**config.mk**
```make
export PLATFORM = sky130hd
export DESIGN_NAME = ivt_ctrl
export DESIGN_NICKNAME = d
export VERILOG_FILES = /design/src/include/ivt_pkg.sv /design/src/rtl/ivt_ctrl.sv
export SDC_FILE = /design/constraint.sdc
export NUM_CORES = 2
export LEC_CHECK = 0
export BUFFER_PORTS_ARGS = -buffer_cell sky130_fd_sc_hd__buf_2
export CAP_MARGIN = 20
export CORE_MARGIN = 4
export CORE_UTILIZATION = 45
export DETAILED_ROUTE_END_ITERATION = 10
export GPL_TIMING_DRIVEN = 0
export HOLD_SLACK_MARGIN = 0.03
export PLACE_DENSITY = 0.67
export REMOVE_ABC_BUFFERS = 1
export SLEW_MARGIN = 0
export SYNTH_ARGS = -nofsm -noshare
export SYNTH_HDL_FRONTEND = slang
export SYNTH_SLANG_ARGS = --single-unit
export TNS_END_PERCENT = 20
```
**constraint.sdc**
```tcl
create_clock -name clk_i -period 124 [get_ports clk_i]
set_input_delay 18.6 -clock clk_i [delete_from_list [all_inputs] [get_ports clk_i]]
set_output_delay 18.6 -clock clk_i [all_outputs]
set_load 0.02 [all_outputs]
```
**src/include/ivt_pkg.sv**
```systemverilog
// constants, types and trap map for the interrupt vector and trap logic
// Operation
// - Every source has its own request flag, enable flag and trap number, and its vector sits at four times that number.
// - Capture/compare channels 6-15 take trap numbers from 16h, 16-28 take 30h-3Ch and 29-31 take 44h-46h, in channel order.
// - A hardware trap is reacted to at once, whatever any mask or enable says.
// - A hardware trap redirects the program to its own vector exactly like a standard interrupt; here the six class b traps share trap number 0Ah.
// - Each hardware trap sets its own bit in the trap flag register.
// - A hardware trap pre-empts anything except a trap service of higher priority already running; here a running trap service of equal priority also holds it off.
// - Standard interrupts and event-controller transfers cannot pre-empt a running trap service; here a standard interrupt can once a nested trap has ended.
// - Each source has a control register with request flag, enable flag and a sixteen-level priority field.
// - A running interrupt service can only be interrupted by a request of higher priority.
// - Each of the four shared extension vectors has a select register: enables in the upper byte, flags in the lower.
// - A trap service runs at the highest cpu priority level, 15.
package ivt_pkg;
  localparam int NUM_SRC = 56;
  localparam int NUM_XV = 4;
  localparam int NUM_STD = NUM_SRC - NUM_XV;
  localparam int XSRC_W = 8;
  localparam int NUM_TRAP = 9;
  localparam int TRAP_W = 7;
  localparam int VEC_W = 9;
  localparam int LVL_W = 4;
  localparam int DATA_W = 16;
  localparam int ADDR_W = 8;
  localparam int SRC_IDX_W = 6;
  localparam int TRAP_IDX_W = 4;
  localparam int RANK_W = 3;
  localparam int NUM_STAT = 3;

  localparam logic [LVL_W-1:0] LVL_MAX = 4'hf;
  localparam logic [RANK_W-1:0] RANK_NONE = 3'h0;

  // register map
  localparam logic [ADDR_W-1:0] ADDR_CTL_BASE = 8'h00;
  localparam logic [ADDR_W-1:0] ADDR_CTL_LIMIT = ADDR_W'(NUM_SRC);
  localparam logic [ADDR_W-1:0] ADDR_XSEL_BASE = 8'h40;
  localparam logic [ADDR_W-1:0] ADDR_TFR = 8'h48;
  localparam logic [ADDR_W-1:0] ADDR_STAT = 8'h49;
  localparam logic [ADDR_W-1:0] ADDR_MASK = 8'h4a;

  // source control register fields
  localparam int CTL_IR_BIT = 7;
  localparam int CTL_IE_BIT = 6;
  localparam int CTL_LVL_LSB = 2;
  localparam logic [DATA_W-1:0] RST_REG = 16'h0000;

  // status register bits
  localparam int ST_TRAP = 0;
  localparam int ST_STD = 1;
  localparam int ST_LOST = 2;

  // source index landmarks; index 52..55 are the shared extension vectors
  localparam int IDX_CC6 = 6;
  localparam int IDX_CC16 = 16;
  localparam int IDX_CC29 = 29;
  localparam int IDX_CC31 = 31;
  localparam int IDX_XP0 = NUM_STD;

  // trap number per source index: cc0..cc31, t0 t1 t7 t8, t2..t6, caprel, adc, ade,
  // s0t s0tb s0r s0e, sct scr sce, pwm, xp0..xp3
  localparam logic [TRAP_W-1:0] SRC_TRAP [NUM_SRC] = '{
    7'h10, 7'h11, 7'h12, 7'h13, 7'h14, 7'h15, 7'h16, 7'h17,
    7'h18, 7'h19, 7'h1a, 7'h1b, 7'h1c, 7'h1d, 7'h1e, 7'h1f,
    7'h30, 7'h31, 7'h32, 7'h33, 7'h34, 7'h35, 7'h36, 7'h37,
    7'h38, 7'h39, 7'h3a, 7'h3b, 7'h3c, 7'h44, 7'h45, 7'h46,
    7'h20, 7'h21, 7'h3d, 7'h3e, 7'h22, 7'h23, 7'h24, 7'h25,
    7'h26, 7'h27, 7'h28, 7'h29, 7'h2a, 7'h47, 7'h2b, 7'h2c,
    7'h2d, 7'h2e, 7'h2f, 7'h3f, 7'h40, 7'h41, 7'h42, 7'h43};

  // hardware traps: 0 nmi, 1 stack overflow, 2 stack underflow, 3..8 class b
  localparam logic [TRAP_W-1:0] TRAP_NUM [NUM_TRAP] = '{
    7'h02, 7'h04, 7'h06, 7'h0a, 7'h0a, 7'h0a, 7'h0a, 7'h0a, 7'h0a};
  localparam logic [RANK_W-1:0] TRAP_RANK [NUM_TRAP] = '{
    3'h4, 3'h3, 3'h2, 3'h1, 3'h1, 3'h1, 3'h1, 3'h1, 3'h1};

  typedef logic [NUM_XV-1:0][XSRC_W-1:0] ivt_ext_t;

  typedef struct packed {
    logic valid;
    logic is_trap;
    logic [TRAP_W-1:0] trap_num;
    logic [VEC_W-1:0] vec_addr;
    logic [LVL_W-1:0] level;
  } ivt_vec_s;

  typedef struct packed {
    logic [ADDR_W-1:0] addr;
    logic [DATA_W-1:0] wdata;
    logic wr;
    logic rd;
  } ivt_bus_s;
endpackage

```
**src/rtl/ivt_ctrl.sv**
```systemverilog
// interrupt vectoring and hardware trap arbitration with register port
//
// Chosen here: the address-and-strobe port and the placing of the registers.
`timescale 1ns/1ps
module ivt_ctrl (
  input wire logic clk_i,
  input wire logic reset_i,
  input wire logic [ivt_pkg::NUM_STD-1:0] src_req_i,
  input wire ivt_pkg::ivt_ext_t ext_src_i,
  input wire logic [ivt_pkg::NUM_TRAP-1:0] trap_event_i,
  input wire logic [ivt_pkg::LVL_W-1:0] cpu_priority_level_i,
  input wire logic vec_ack_i,
  input wire logic trap_done_i,
  input wire ivt_pkg::ivt_bus_s bus_i,
  output ivt_pkg::ivt_vec_s vec_o,
  output logic [ivt_pkg::DATA_W-1:0] reg_rdata_o,
  output logic irq_o
);
  import ivt_pkg::*;

  // per-source state, gathered from the generate loop
  logic [NUM_SRC-1:0] ir_w;
  logic [NUM_SRC-1:0] ie_w;
  logic [LVL_W-1:0] lvl_w [NUM_SRC];
  logic [NUM_SRC-1:0] set_w;

  logic [DATA_W-1:0] xsel_r [NUM_XV];
  logic [NUM_XV-1:0] xp_any_w;
  logic [NUM_XV-1:0] xp_any_r;
  logic [NUM_XV-1:0] xp_rise_w;

  logic [NUM_TRAP-1:0] trap_flag_register_r;
  logic [NUM_TRAP-1:0] trap_flag_register_nxt;
  logic [NUM_TRAP-1:0] tpend_r;
  logic [NUM_TRAP-1:0] tpend_nxt;
  logic [RANK_W-1:0] trank_r;

  logic [NUM_STAT-1:0] stat_r;
  logic [NUM_STAT-1:0] stat_nxt;
  logic [NUM_STAT-1:0] mask_r;
  logic [NUM_STAT-1:0] mask_nxt;

  ivt_vec_s vec_r;
  ivt_vec_s vec_nxt;
  logic [SRC_IDX_W-1:0] sel_src_r;
  logic [TRAP_IDX_W-1:0] sel_trap_r;
  logic [DATA_W-1:0] rdata_r;
  logic irq_r;

  // register decode
  wire ctl_hit_w = bus_i.addr < ADDR_CTL_LIMIT;
  wire [SRC_IDX_W-1:0] ctl_idx_w = bus_i.addr[SRC_IDX_W-1:0];
  wire xsel_hit_w = bus_i.addr[ADDR_W-1:2] == ADDR_XSEL_BASE[ADDR_W-1:2];
  wire [1:0] xsel_idx_w = bus_i.addr[1:0];
  wire tfr_hit_w = bus_i.addr == ADDR_TFR;
  wire stat_hit_w = bus_i.addr == ADDR_STAT;
  wire mask_hit_w = bus_i.addr == ADDR_MASK;
  wire ctl_wr_w = bus_i.wr && ctl_hit_w;
  wire tfr_wr_w = bus_i.wr && tfr_hit_w;
  wire stat_wr_w = bus_i.wr && stat_hit_w;
  wire mask_wr_w = bus_i.wr && mask_hit_w;

  // a request is taken only while it is offered
  wire ack_w = vec_ack_i && vec_r.valid;
  wire take_std_w = ack_w && !vec_r.is_trap;
  wire take_trap_w = ack_w && vec_r.is_trap;

  // shared extension vectors raise their source request when the OR of their enabled
  // flags rises, so a flag left set does not re-fire after the ack
  assign set_w = {xp_rise_w, src_req_i};
  assign xp_rise_w = xp_any_w & ~xp_any_r;

  genvar g;
  generate
    for (g = 0; g < NUM_XV; g++) begin : g_xv
      wire wr_x = bus_i.wr && xsel_hit_w && xsel_idx_w == 2'(g);
      wire [XSRC_W-1:0] en_x = xsel_r[g][DATA_W-1:XSRC_W];
      wire [XSRC_W-1:0] fl_x = xsel_r[g][XSRC_W-1:0];
      wire [XSRC_W-1:0] clr_x = wr_x ? bus_i.wdata[XSRC_W-1:0] : '0;
      assign xp_any_w[g] = |(en_x & fl_x);
      always_ff @(posedge clk_i) begin
        if (reset_i) begin
          xsel_r[g] <= RST_REG;
        end else begin
          xsel_r[g] <= {wr_x ? bus_i.wdata[DATA_W-1:XSRC_W] : en_x, ext_src_i[g] | (fl_x & ~clr_x)};
        end
      end
    end

    for (g = 0; g < NUM_SRC; g++) begin : g_src
      logic ir_q;
      logic ie_q;
      logic [LVL_W-1:0] lvl_q;
      wire wr_s = ctl_wr_w && ctl_idx_w == SRC_IDX_W'(g);
      wire take_s = take_std_w && sel_src_r == SRC_IDX_W'(g);
      // hardware set beats both the ack clear and a software write of zero
      wire ir_nxt = set_w[g] | (wr_s ? bus_i.wdata[CTL_IR_BIT] : (ir_q & ~take_s));
      always_ff @(posedge clk_i) begin
        if (reset_i) begin
          ir_q <= 1'b0;
          ie_q <= 1'b0;
          lvl_q <= '0;
        end else begin
          ir_q <= ir_nxt;
          if (wr_s) begin
            ie_q <= bus_i.wdata[CTL_IE_BIT];
            lvl_q <= bus_i.wdata[CTL_LVL_LSB +: LVL_W];
          end
        end
      end
      assign ir_w[g] = ir_q;
      assign ie_w[g] = ie_q;
      assign lvl_w[g] = lvl_q;
    end
  endgenerate

  // standard arbitration: highest level wins, lowest index breaks a tie
  logic std_any_w;
  logic [LVL_W-1:0] std_lvl_w;
  logic [SRC_IDX_W-1:0] std_idx_w;
  always_comb begin
    std_any_w = 1'b0;
    std_lvl_w = '0;
    std_idx_w = '0;
    for (int i = 0; i < NUM_SRC; i++) begin
      if (ir_w[i] && ie_w[i] && (!std_any_w || lvl_w[i] > std_lvl_w)) begin
        std_any_w = 1'b1;
        std_lvl_w = lvl_w[i];
        std_idx_w = SRC_IDX_W'(i);
      end
    end
  end

  // level 0 can never beat the cpu, which matches a disabled priority
  wire std_ok_w = std_any_w && std_lvl_w > cpu_priority_level_i && trank_r == RANK_NONE;

  // trap arbitration ignores every enable and mask
  logic trap_any_w;
  logic [RANK_W-1:0] trap_rank_w;
  logic [TRAP_IDX_W-1:0] trap_idx_w;
  always_comb begin
    trap_any_w = 1'b0;
    trap_rank_w = RANK_NONE;
    trap_idx_w = '0;
    for (int i = 0; i < NUM_TRAP; i++) begin
      if (tpend_r[i] && TRAP_RANK[i] > trap_rank_w) begin
        trap_any_w = 1'b1;
        trap_rank_w = TRAP_RANK[i];
        trap_idx_w = TRAP_IDX_W'(i);
      end
    end
  end

  wire trap_ok_w = trap_any_w && trap_rank_w > trank_r;

  always_comb begin
    vec_nxt = '0;
    if (trap_ok_w) begin
      vec_nxt.valid = 1'b1;
      vec_nxt.is_trap = 1'b1;
      vec_nxt.trap_num = TRAP_NUM[trap_idx_w];
      vec_nxt.level = LVL_MAX;
    end else if (std_ok_w) begin
      vec_nxt.valid = 1'b1;
      vec_nxt.trap_num = SRC_TRAP[std_idx_w];
      vec_nxt.level = std_lvl_w;
    end
    vec_nxt.vec_addr = {vec_nxt.trap_num, 2'b00};
  end

  // trap bookkeeping; the flag register keeps its bits until software writes ones
  assign trap_flag_register_nxt = trap_event_i | (trap_flag_register_r &
    ~(tfr_wr_w ? bus_i.wdata[NUM_TRAP-1:0] : '0));
  assign tpend_nxt = trap_event_i | (tpend_r & ~(take_trap_w ? NUM_TRAP'(1) << sel_trap_r : '0));

  // status events and the interrupt line
  wire [NUM_STAT-1:0] st_set_w = {|(set_w & ir_w), take_std_w, take_trap_w};
  assign stat_nxt = st_set_w | (stat_r & ~(stat_wr_w ? bus_i.wdata[NUM_STAT-1:0] : '0));
  assign mask_nxt = mask_wr_w ? bus_i.wdata[NUM_STAT-1:0] : mask_r;

  // read mux
  wire [DATA_W-1:0] ctl_rd_w = DATA_W'({ir_w[ctl_idx_w], ie_w[ctl_idx_w], lvl_w[ctl_idx_w], 2'b00});
  wire [DATA_W-1:0] rd_val_w =
    ctl_hit_w ? ctl_rd_w :
    xsel_hit_w ? xsel_r[xsel_idx_w] :
    tfr_hit_w ? DATA_W'(trap_flag_register_r) :
    stat_hit_w ? DATA_W'(stat_r) :
    mask_hit_w ? DATA_W'(mask_r) : RST_REG;

  always_ff @(posedge clk_i) begin
    if (reset_i) begin
      xp_any_r <= '0;
      trap_flag_register_r <= '0;
      tpend_r <= '0;
      stat_r <= '0;
      mask_r <= '0;
      irq_r <= 1'b0;
      rdata_r <= RST_REG;
    end else begin
      xp_any_r <= xp_any_w;
      trap_flag_register_r <= trap_flag_register_nxt;
      tpend_r <= tpend_nxt;
      stat_r <= stat_nxt;
      mask_r <= mask_nxt;
      irq_r <= |(stat_nxt & mask_nxt);
      rdata_r <= bus_i.rd ? rd_val_w : RST_REG;
    end
  end

  // offer register; blanked for one cycle after an ack so a stale choice is never shown
  always_ff @(posedge clk_i) begin
    if (reset_i) begin
      vec_r <= '0;
      sel_src_r <= '0;
      sel_trap_r <= '0;
    end else begin
      vec_r <= ack_w ? '0 : vec_nxt;
      sel_src_r <= std_idx_w;
      sel_trap_r <= trap_idx_w;
    end
  end

  // single level of trap nesting: a trap ending returns straight to no trap
  always_ff @(posedge clk_i) begin
    if (reset_i) begin
      trank_r <= RANK_NONE;
    end else if (take_trap_w) begin
      trank_r <= TRAP_RANK[sel_trap_r];
    end else if (trap_done_i) begin
      trank_r <= RANK_NONE;
    end
  end

  assign vec_o = vec_r;
  assign reg_rdata_o = rdata_r;
  assign irq_o = irq_r;
endmodule

```
-- Word level (Yosys, flattened, before mapping)
Memory sizes are Yosys's and may differ from the RTL's.
Index checks and enable logic that the tools add are counted.
Widths: inputs -> output; s select.
- flip-flop bits (word level): 409
- bits in latches: 0
- RAM bits: 64
- bits in read-only memories: 608
- output and inout port bits: 39
- word-level logic and storage cells: 1249
- memories kept: 4
- add/sub/neg operators: 0
- multiply operators: 0
- div/mod/pow operators: 0
- order comparisons: 71
- eq/ne operators: 117
- shift operators: 1
- mux-type cells: 295
- bitwise logic cells: 206
- reductions and logical operators: 371
- memories (memory ; depth ; width ; read ports ; clocked after memory_dff ; wr ports ; RTL line ; text):
    (name not given) ; 64 ; 7 ; 1 ; 0 ; 0 ; ivt_ctrl.sv:165 ; vec_nxt.trap_num = SRC_TRAP[std_idx_w];
    (name not given) ; 16 ; 7 ; 1 ; 0 ; 0 ; ivt_ctrl.sv:161 ; vec_nxt.trap_num = TRAP_NUM[trap_idx_w];
    xsel_r ; 4 ; 16 ; 5 ; 0 ; 4 ; ivt_ctrl.sv:27 ; logic [DATA_W-1:0] xsel_r [NUM_XV];
    (name not given) ; 16 ; 3 ; 1 ; 0 ; 0 ; ivt_ctrl.sv:228 ; trank_r <= TRAP_RANK[sel_trap_r];
- operators with widths (operator ; number):
    $mux 6 ; 54
    $eq 6x6->1 const B ; 48
    $mux 4 ; 67
    $logic_and 1x1->1 ; 246
    $gt 4x4->1 ; 56
    $eq 6x5->1 const B ; 33
    $mux 1 ; 131
    $eq 6x4->1 const B ; 16
    $mux 16 ; 5
    $mux 8 ; 9
    $and 8x8->8 ; 8
    $or 1x1->1 ; 60
    $not 1->1 ; 57
    $and 1x1->1 ; 56
    $and 56x56->56 ; 1
    $logic_not 1->1 ; 56
    $reduce_or 56->1 ; 1
    $logic_or 1x1->1 ; 55
    $mux 3 ; 17
    $eq 6x3->1 const B ; 8
    $mux 7 ; 6
    $not 8->8 ; 4
    $or 8x8->8 ; 4
    $reduce_or 8->1 ; 4
    other kinds (32) ; 59

-- Depth between registers and ports, before layout
- depth after elaboration: 228
- depth in mapped cells: 515
- depth with buffers taken out: 501

-- Least setup slack after synthesis
Ideal clock, no wire load.
- path type: register to register
- start point: reg g_src[0].ir_q
- end point: reg vec_r, in the netlist vec_o[7]
- arrival: 84.312 ns
- data required time: 123.921 ns
- setup slack: 39.609 ns
- stages on the path, launching flop included: 463
- path buffers: 18
- clock period less this slack: 84.391 ns
- cells stage by stage: dfxtp_1 > and2_1 > nand2_1 > ha_1 > nor2b_1 > o211a_1 > o21a_1 > o21a_1 > ha_1 > nor2b_1 > o211ai_1 > a31oi_1 > nand2b_1 > nand2_1 > ha_1 > nor2b_1 > o211a_1 > o21ai_0 > (+427 left out) > nand2b_1 > a21oi_1 > a41o_1 > o21ai_0 > nor2b_1 > nand2_1 > o21ai_0 > ha_1 > nor2b_1 > o21ai_0 > nand2b_1 > a21oi_1 > a311o_1 > or2_2 > buf_1 > a21oi_1 > nand2_1 > o211ai_1
- cells in the longest elaborated chain, start to end: 228
- elaborated cells between the ends (all ways): 397
- ends and longest elaborated chain (what ; RTL line ; text):
    start, declared ; ivt_ctrl.sv:91 ; logic ir_q;
    start signal, assigned ; ivt_ctrl.sv:104 ; ir_q <= ir_nxt;
    $logic_and 1x1->1 * ; ivt_ctrl.sv:126 ; if (ir_w[i] && ie_w[i] && (!std_any_w || lvl_w[i] > std_lvl_w)) begin
    $mux 4 / $mux 1 (equally long branches) ; ivt_ctrl.sv:126 ;
    $gt 4x4->1 / $logic_not 1->1 (equally long branches) ; ivt_ctrl.sv:126 ;
    $logic_or 1x1->1 ; ivt_ctrl.sv:126 ;
    $logic_and 1x1->1 ; ivt_ctrl.sv:126 ;
    $mux 4 / $mux 1 (equally long branches) ; ivt_ctrl.sv:126 ;
    $gt 4x4->1 / $logic_not 1->1 (equally long branches) ; ivt_ctrl.sv:126 ;
    $logic_or 1x1->1 ; ivt_ctrl.sv:126 ;
    (+211 left out) ; -- ;
    $logic_or 1x1->1 ; ivt_ctrl.sv:126 ;
    $logic_and 1x1->1 ; ivt_ctrl.sv:126 ;
    $mux 6 ; ivt_ctrl.sv:126 ;
    $not 6->7 (not written as such) ; ivt_ctrl.sv:165 ;
    $mem_v2 64x7 ; -- ;
    $mux 7 (not written as such) (2 in a row) ; ivt_ctrl.sv:165 ;
    $mux 7 * ; ivt_ctrl.sv:163 ; end else if (std_ok_w) begin
    $mux 7 * ; ivt_ctrl.sv:158 ; if (trap_ok_w) begin
    end signal, assigned ; ivt_ctrl.sv:217 ; vec_r <= ack_w ? '0 : vec_nxt;
    end, declared ; ivt_ctrl.sv:43 ; ivt_vec_s vec_r;
Every way passes the cells marked *; elsewhere a longest branch is shown, timed or not. The select of a mux whose other input is x is not followed.
A chain may end at the register's enable or synchronous reset.

-- Final worst setup path
- start point: reg g_src[0].ir_q
- end point: reg vec_r, in the netlist vec_o[8]
The elaborated chain is that of the path after synthesis.

==> metrics.md <==
| Metric | Value |
|---|---|
| Status | `complete, no violations` |
| DRT Pass-1 Iters | `8` |
| Synth Register Bits | `471` |
| Number of flops mapped to enable cells by yosys | `0` |
| Vias in the first global route | `31800` |
| Top cell type by total area after synthesis | `dfxtp_1` |
| Post-CTS sizing | `0` |
| Ys Warns | `0` |
| Final hold violations | `0` |
| Synthesized area | `34400 um^2` |
| First-pass GRT wire length | `187000 um` |
| CTS sink count | `471` |
| Clock Skew | `25.5 ps` |
| Sequential fraction of the synthesis area | `27.4%` |
| H-Tree Depth | `2` |
| Startpoint types | `flop` |
| Post-synthesis cell count | `4321` |
| CP arrival | `102140 ps` |
| CP bufs+invs | `18` |
| RSZ-0062 raised after global routing | `no` |
| Final instance area | `37900 um^2` |
| Power Density | `9.31 nW/um^2` |
| Initial antenna violation count | `7` |
| Synth async-reset ratio | `0%` |
| IO Pins | `166` |
| Die ar. | `80900 um^2` |
| Placed Area | `36100 um^2` |
| Worst endpoint required time | `124520 ps` |
| DRC | `0` |
| Cts hold-fix bufs | `0` |
| Hold Path Class | `reg -> reg` |
| Max-Cap Viols | `0` |
| Worst-Skew Late Latency | `620 ps` |
| Synth top area share | `27.4%` |
| Clock group share of total power | `46.6%` |
| Int Pwr | `260 uW` |
| Fin Hold WS | `467 ps` |
| Total power | `353 uW` |
| Crit-path max FO | `15` |
| Worst-Margin Slew | `1150 ps` |
| Most used cell, CP | `a21oi_1` |
| Main flop type after synthesis | `dfxtp_1` |
| Largest net degree at the start of global routing | `154` |
| Critical path type | `reg -> reg` |
| Final Util | `50.0%` |
| Post-route ant nets | `0` |
| Avg Synthesized Cell Area | `7.96 um^2` |
| Initial DRC count | `3684` |
| Ranking of synthesized cells by area | `dfxtp_1 27%, mux2i_1 8.2%, mux4_2 7.7%, nor2_1 7.5%, ha_1 6.9%` |
| Pleak | `14.6 nW` |
| Period utilisation layout | `81.9%` |
| Clock buffer depth | `3` |
| Gate power share | `8.5%` |
| Seq pwr share | `44.9%` |
| Tmin final | `101620 ps` |
| Nets | `4681` |
| Register area | `9430 um^2` |
| Sw frac | `26.3%` |
| Slew headroom | `22.9%` |
| CP max-delay cell | `o311ai_1` |
| Share of layout cells above drive strength 1 | `11.4%` |
| Grt ovf | `0` |
| Chip width | `284 um` |
| Delay-heaviest family, CP | `compound AO/OA/AOI/OAI gates` |
| PortBufs | `163` |
| TritonCTS clock tree | `yes` |
| Netlist cell types | `97` |
| Number of buffers created by CTS | `52` |
| Row count | `101` |
| Routed Wire Length | `122000 um` |
| Core region area | `75800 um^2` |
| Wire per inst | `22.7 um` |
| CP endpoint kind | `flop` |
| Vias | `34200` |
| Global Route Usage Sum | `28.9%` |
| Max-slew violations | `0` |
| Peak VDD IR | `0.0103 mV` |
| Starting density of the core | `45.4%` |
| Final setup viols | `0` |
| Fmax achieved | `9.84 MHz` |
| Die H | `284 um` |
| Clock Root Buffer | `clkbuf_16` |
| Vias per std cell | `6.33` |
| CP max stage delay | `970 ps` |
| Clk pin slew, worst setup/hold paths | `60 ps` |
| Postcts setup bufs | `0` |
| Setup TNS | `0 ps` |
| Area Growth Syn to Fin | `10.3%` |
| Detail Placement HPWL | `93000 um` |
| Psw | `92.8 uW` |
| Gpl congestion | `1.00` |
| Fillers | `7327` |
| Multi-input logic area | `23400 um^2` |
[sequential cells by signal, indices dropped and copies added (netlist names)]
signal	count
g_src.ir_q	56
sel_src_r	6
reg_rdata_o	16
g_src.ie_q	56
xp_any_r	4
irq_o	1
trap_flag_register_r	9
stat_r	3
vec_o	13
mask_r	3
tpend_r	9
sel_trap_r	4
xsel_r	64
g_src.lvl_q	224
trank_r	3
[synth_stat cells, types with 12 or more instances]
master       n
mux2i_1    283
o31ai_1     22
a221oi_1    22
inv_1      205
nor2_1     686
a21o_1      32
nand2_1    458
mux4_2     118
nand4_1     26
a22oi_1     37
nor3b_1     12
o21bai_1    15
a211oi_1    60
dfxtp_1    471
o21a_1      37
buf_1       35
nor2b_1     46
or2_2       25
and2_1      54
a21boi_0    13
and3_1      44
nand3_1    161
clkbuf_1   147
o2111ai_1   12
nand2b_1    38
o22ai_1     15
a31oi_1     59
mux2_2      31
o221ai_1    19
o21ai_0    206
a22o_1      18
o211ai_1    55
nor3_1      61
or3_1       28
a21oi_1    315
a31o_2      18
a311oi_1    25
and4_1      15
ha_1       190
[power groups by stage]
stage	Combinational (mW)	Sequential (mW)	Clock, mW
after floorplan	0.0123	0.160	0
after global placement	0.0284	0.162	0
after detailed placement	0.0290	0.162	0
after CTS	0.0291	0.158	0.166
after global routing	0.0318	0.159	0.171
final	0.0299	0.159	0.165
[stage by stage]
step                setup slack (ps)  instances
finish                         22380       5391
global route                   13540       5386
CTS                            23250       5382
detailed placement             23860       5287
global placement               23280       5264
floorplan                      38840       4123
[kinds of logic (layout without fill, tap and decap cells)]
family	Yosys count	count (layout)	synth area share [%]
xor+xnor	1	1	0.0255
other cells	1	10	0.0109
mux	434	434	17.1
simple gates	1687	1687	21.8
compound gates	1127	1127	22.0
flops	471	471	27.4
fa+ha+maj	196	196	7.09
buf+inv	404	487	4.54
[final cells by class]
type / instances / area share (%)
repair buffers: 187 / 3.33
diodes: 8 / 0.0528
inverters: 205 / 2.03
clock inverters: 29 / 0.927
multi-input cells: 3447 / 61.8
well taps: 978 / 3.22
clock buffers: 66 / 3.80
flip-flops and latches: 471 / 24.8
[layout by cell type, fill, tap and decap left out, types with 18 or more instances in the layout]
cell type,Yosys,layout
nor2_1,686,685
dfxtp_1,471,471
nand2_1,458,458
a21oi_1,315,315
mux2i_1,283,283
o21ai_0,206,206
inv_1,205,205
ha_1,190,190
nand3_1,161,161
buf_2,7,157
mux4_2,118,118
a211oi_1,60,60
a31oi_1,59,59
nor3_1,61,59
o211ai_1,55,55
and2_1,54,54
clkbuf_16,0,52
nor2b_1,46,45
and3_1,44,44
nand2b_1,38,38
o21a_1,37,37
a22oi_1,37,37
a21o_1,32,32
mux2_2,31,31
or3_1,28,28
nand4_1,26,26
or2_2,25,25
a311oi_1,25,24
o31ai_1,22,22
a221oi_1,22,22
o221ai_1,19,19
a31o_2,18,18
a22o_1,18,18
[layer usage]
layer / share of wire, % / GRT usage [%]
met5: 0.013 / 0
met4: 4.1 / 10.9
met3: 10 / 6.74
met2: 44 / 45.3
met1: 42 / 38.9
[path summary, 6_finish.rpt]
check / startpoint / to / slack [ps] / cells past startpoint
setup / recovery: g_src[0].ir_q / vec_o[8] / 22380 / 443
hold / removal: xsel_r[3][11] / xsel_r[3][11] / 470 / 2
setup reg to reg: g_src[0].ir_q / vec_o[8] / 22380 / 443
hold reg to reg: xsel_r[3][11] / xsel_r[3][11] / 470 / 2
[tightest hold or removal path: stages (launching register included)]
cell	delay (ps)
dfxtp_1	320
nand2_1	50
a21oi_1	50
No activity file was read; power rests on OpenSTA's default activity.
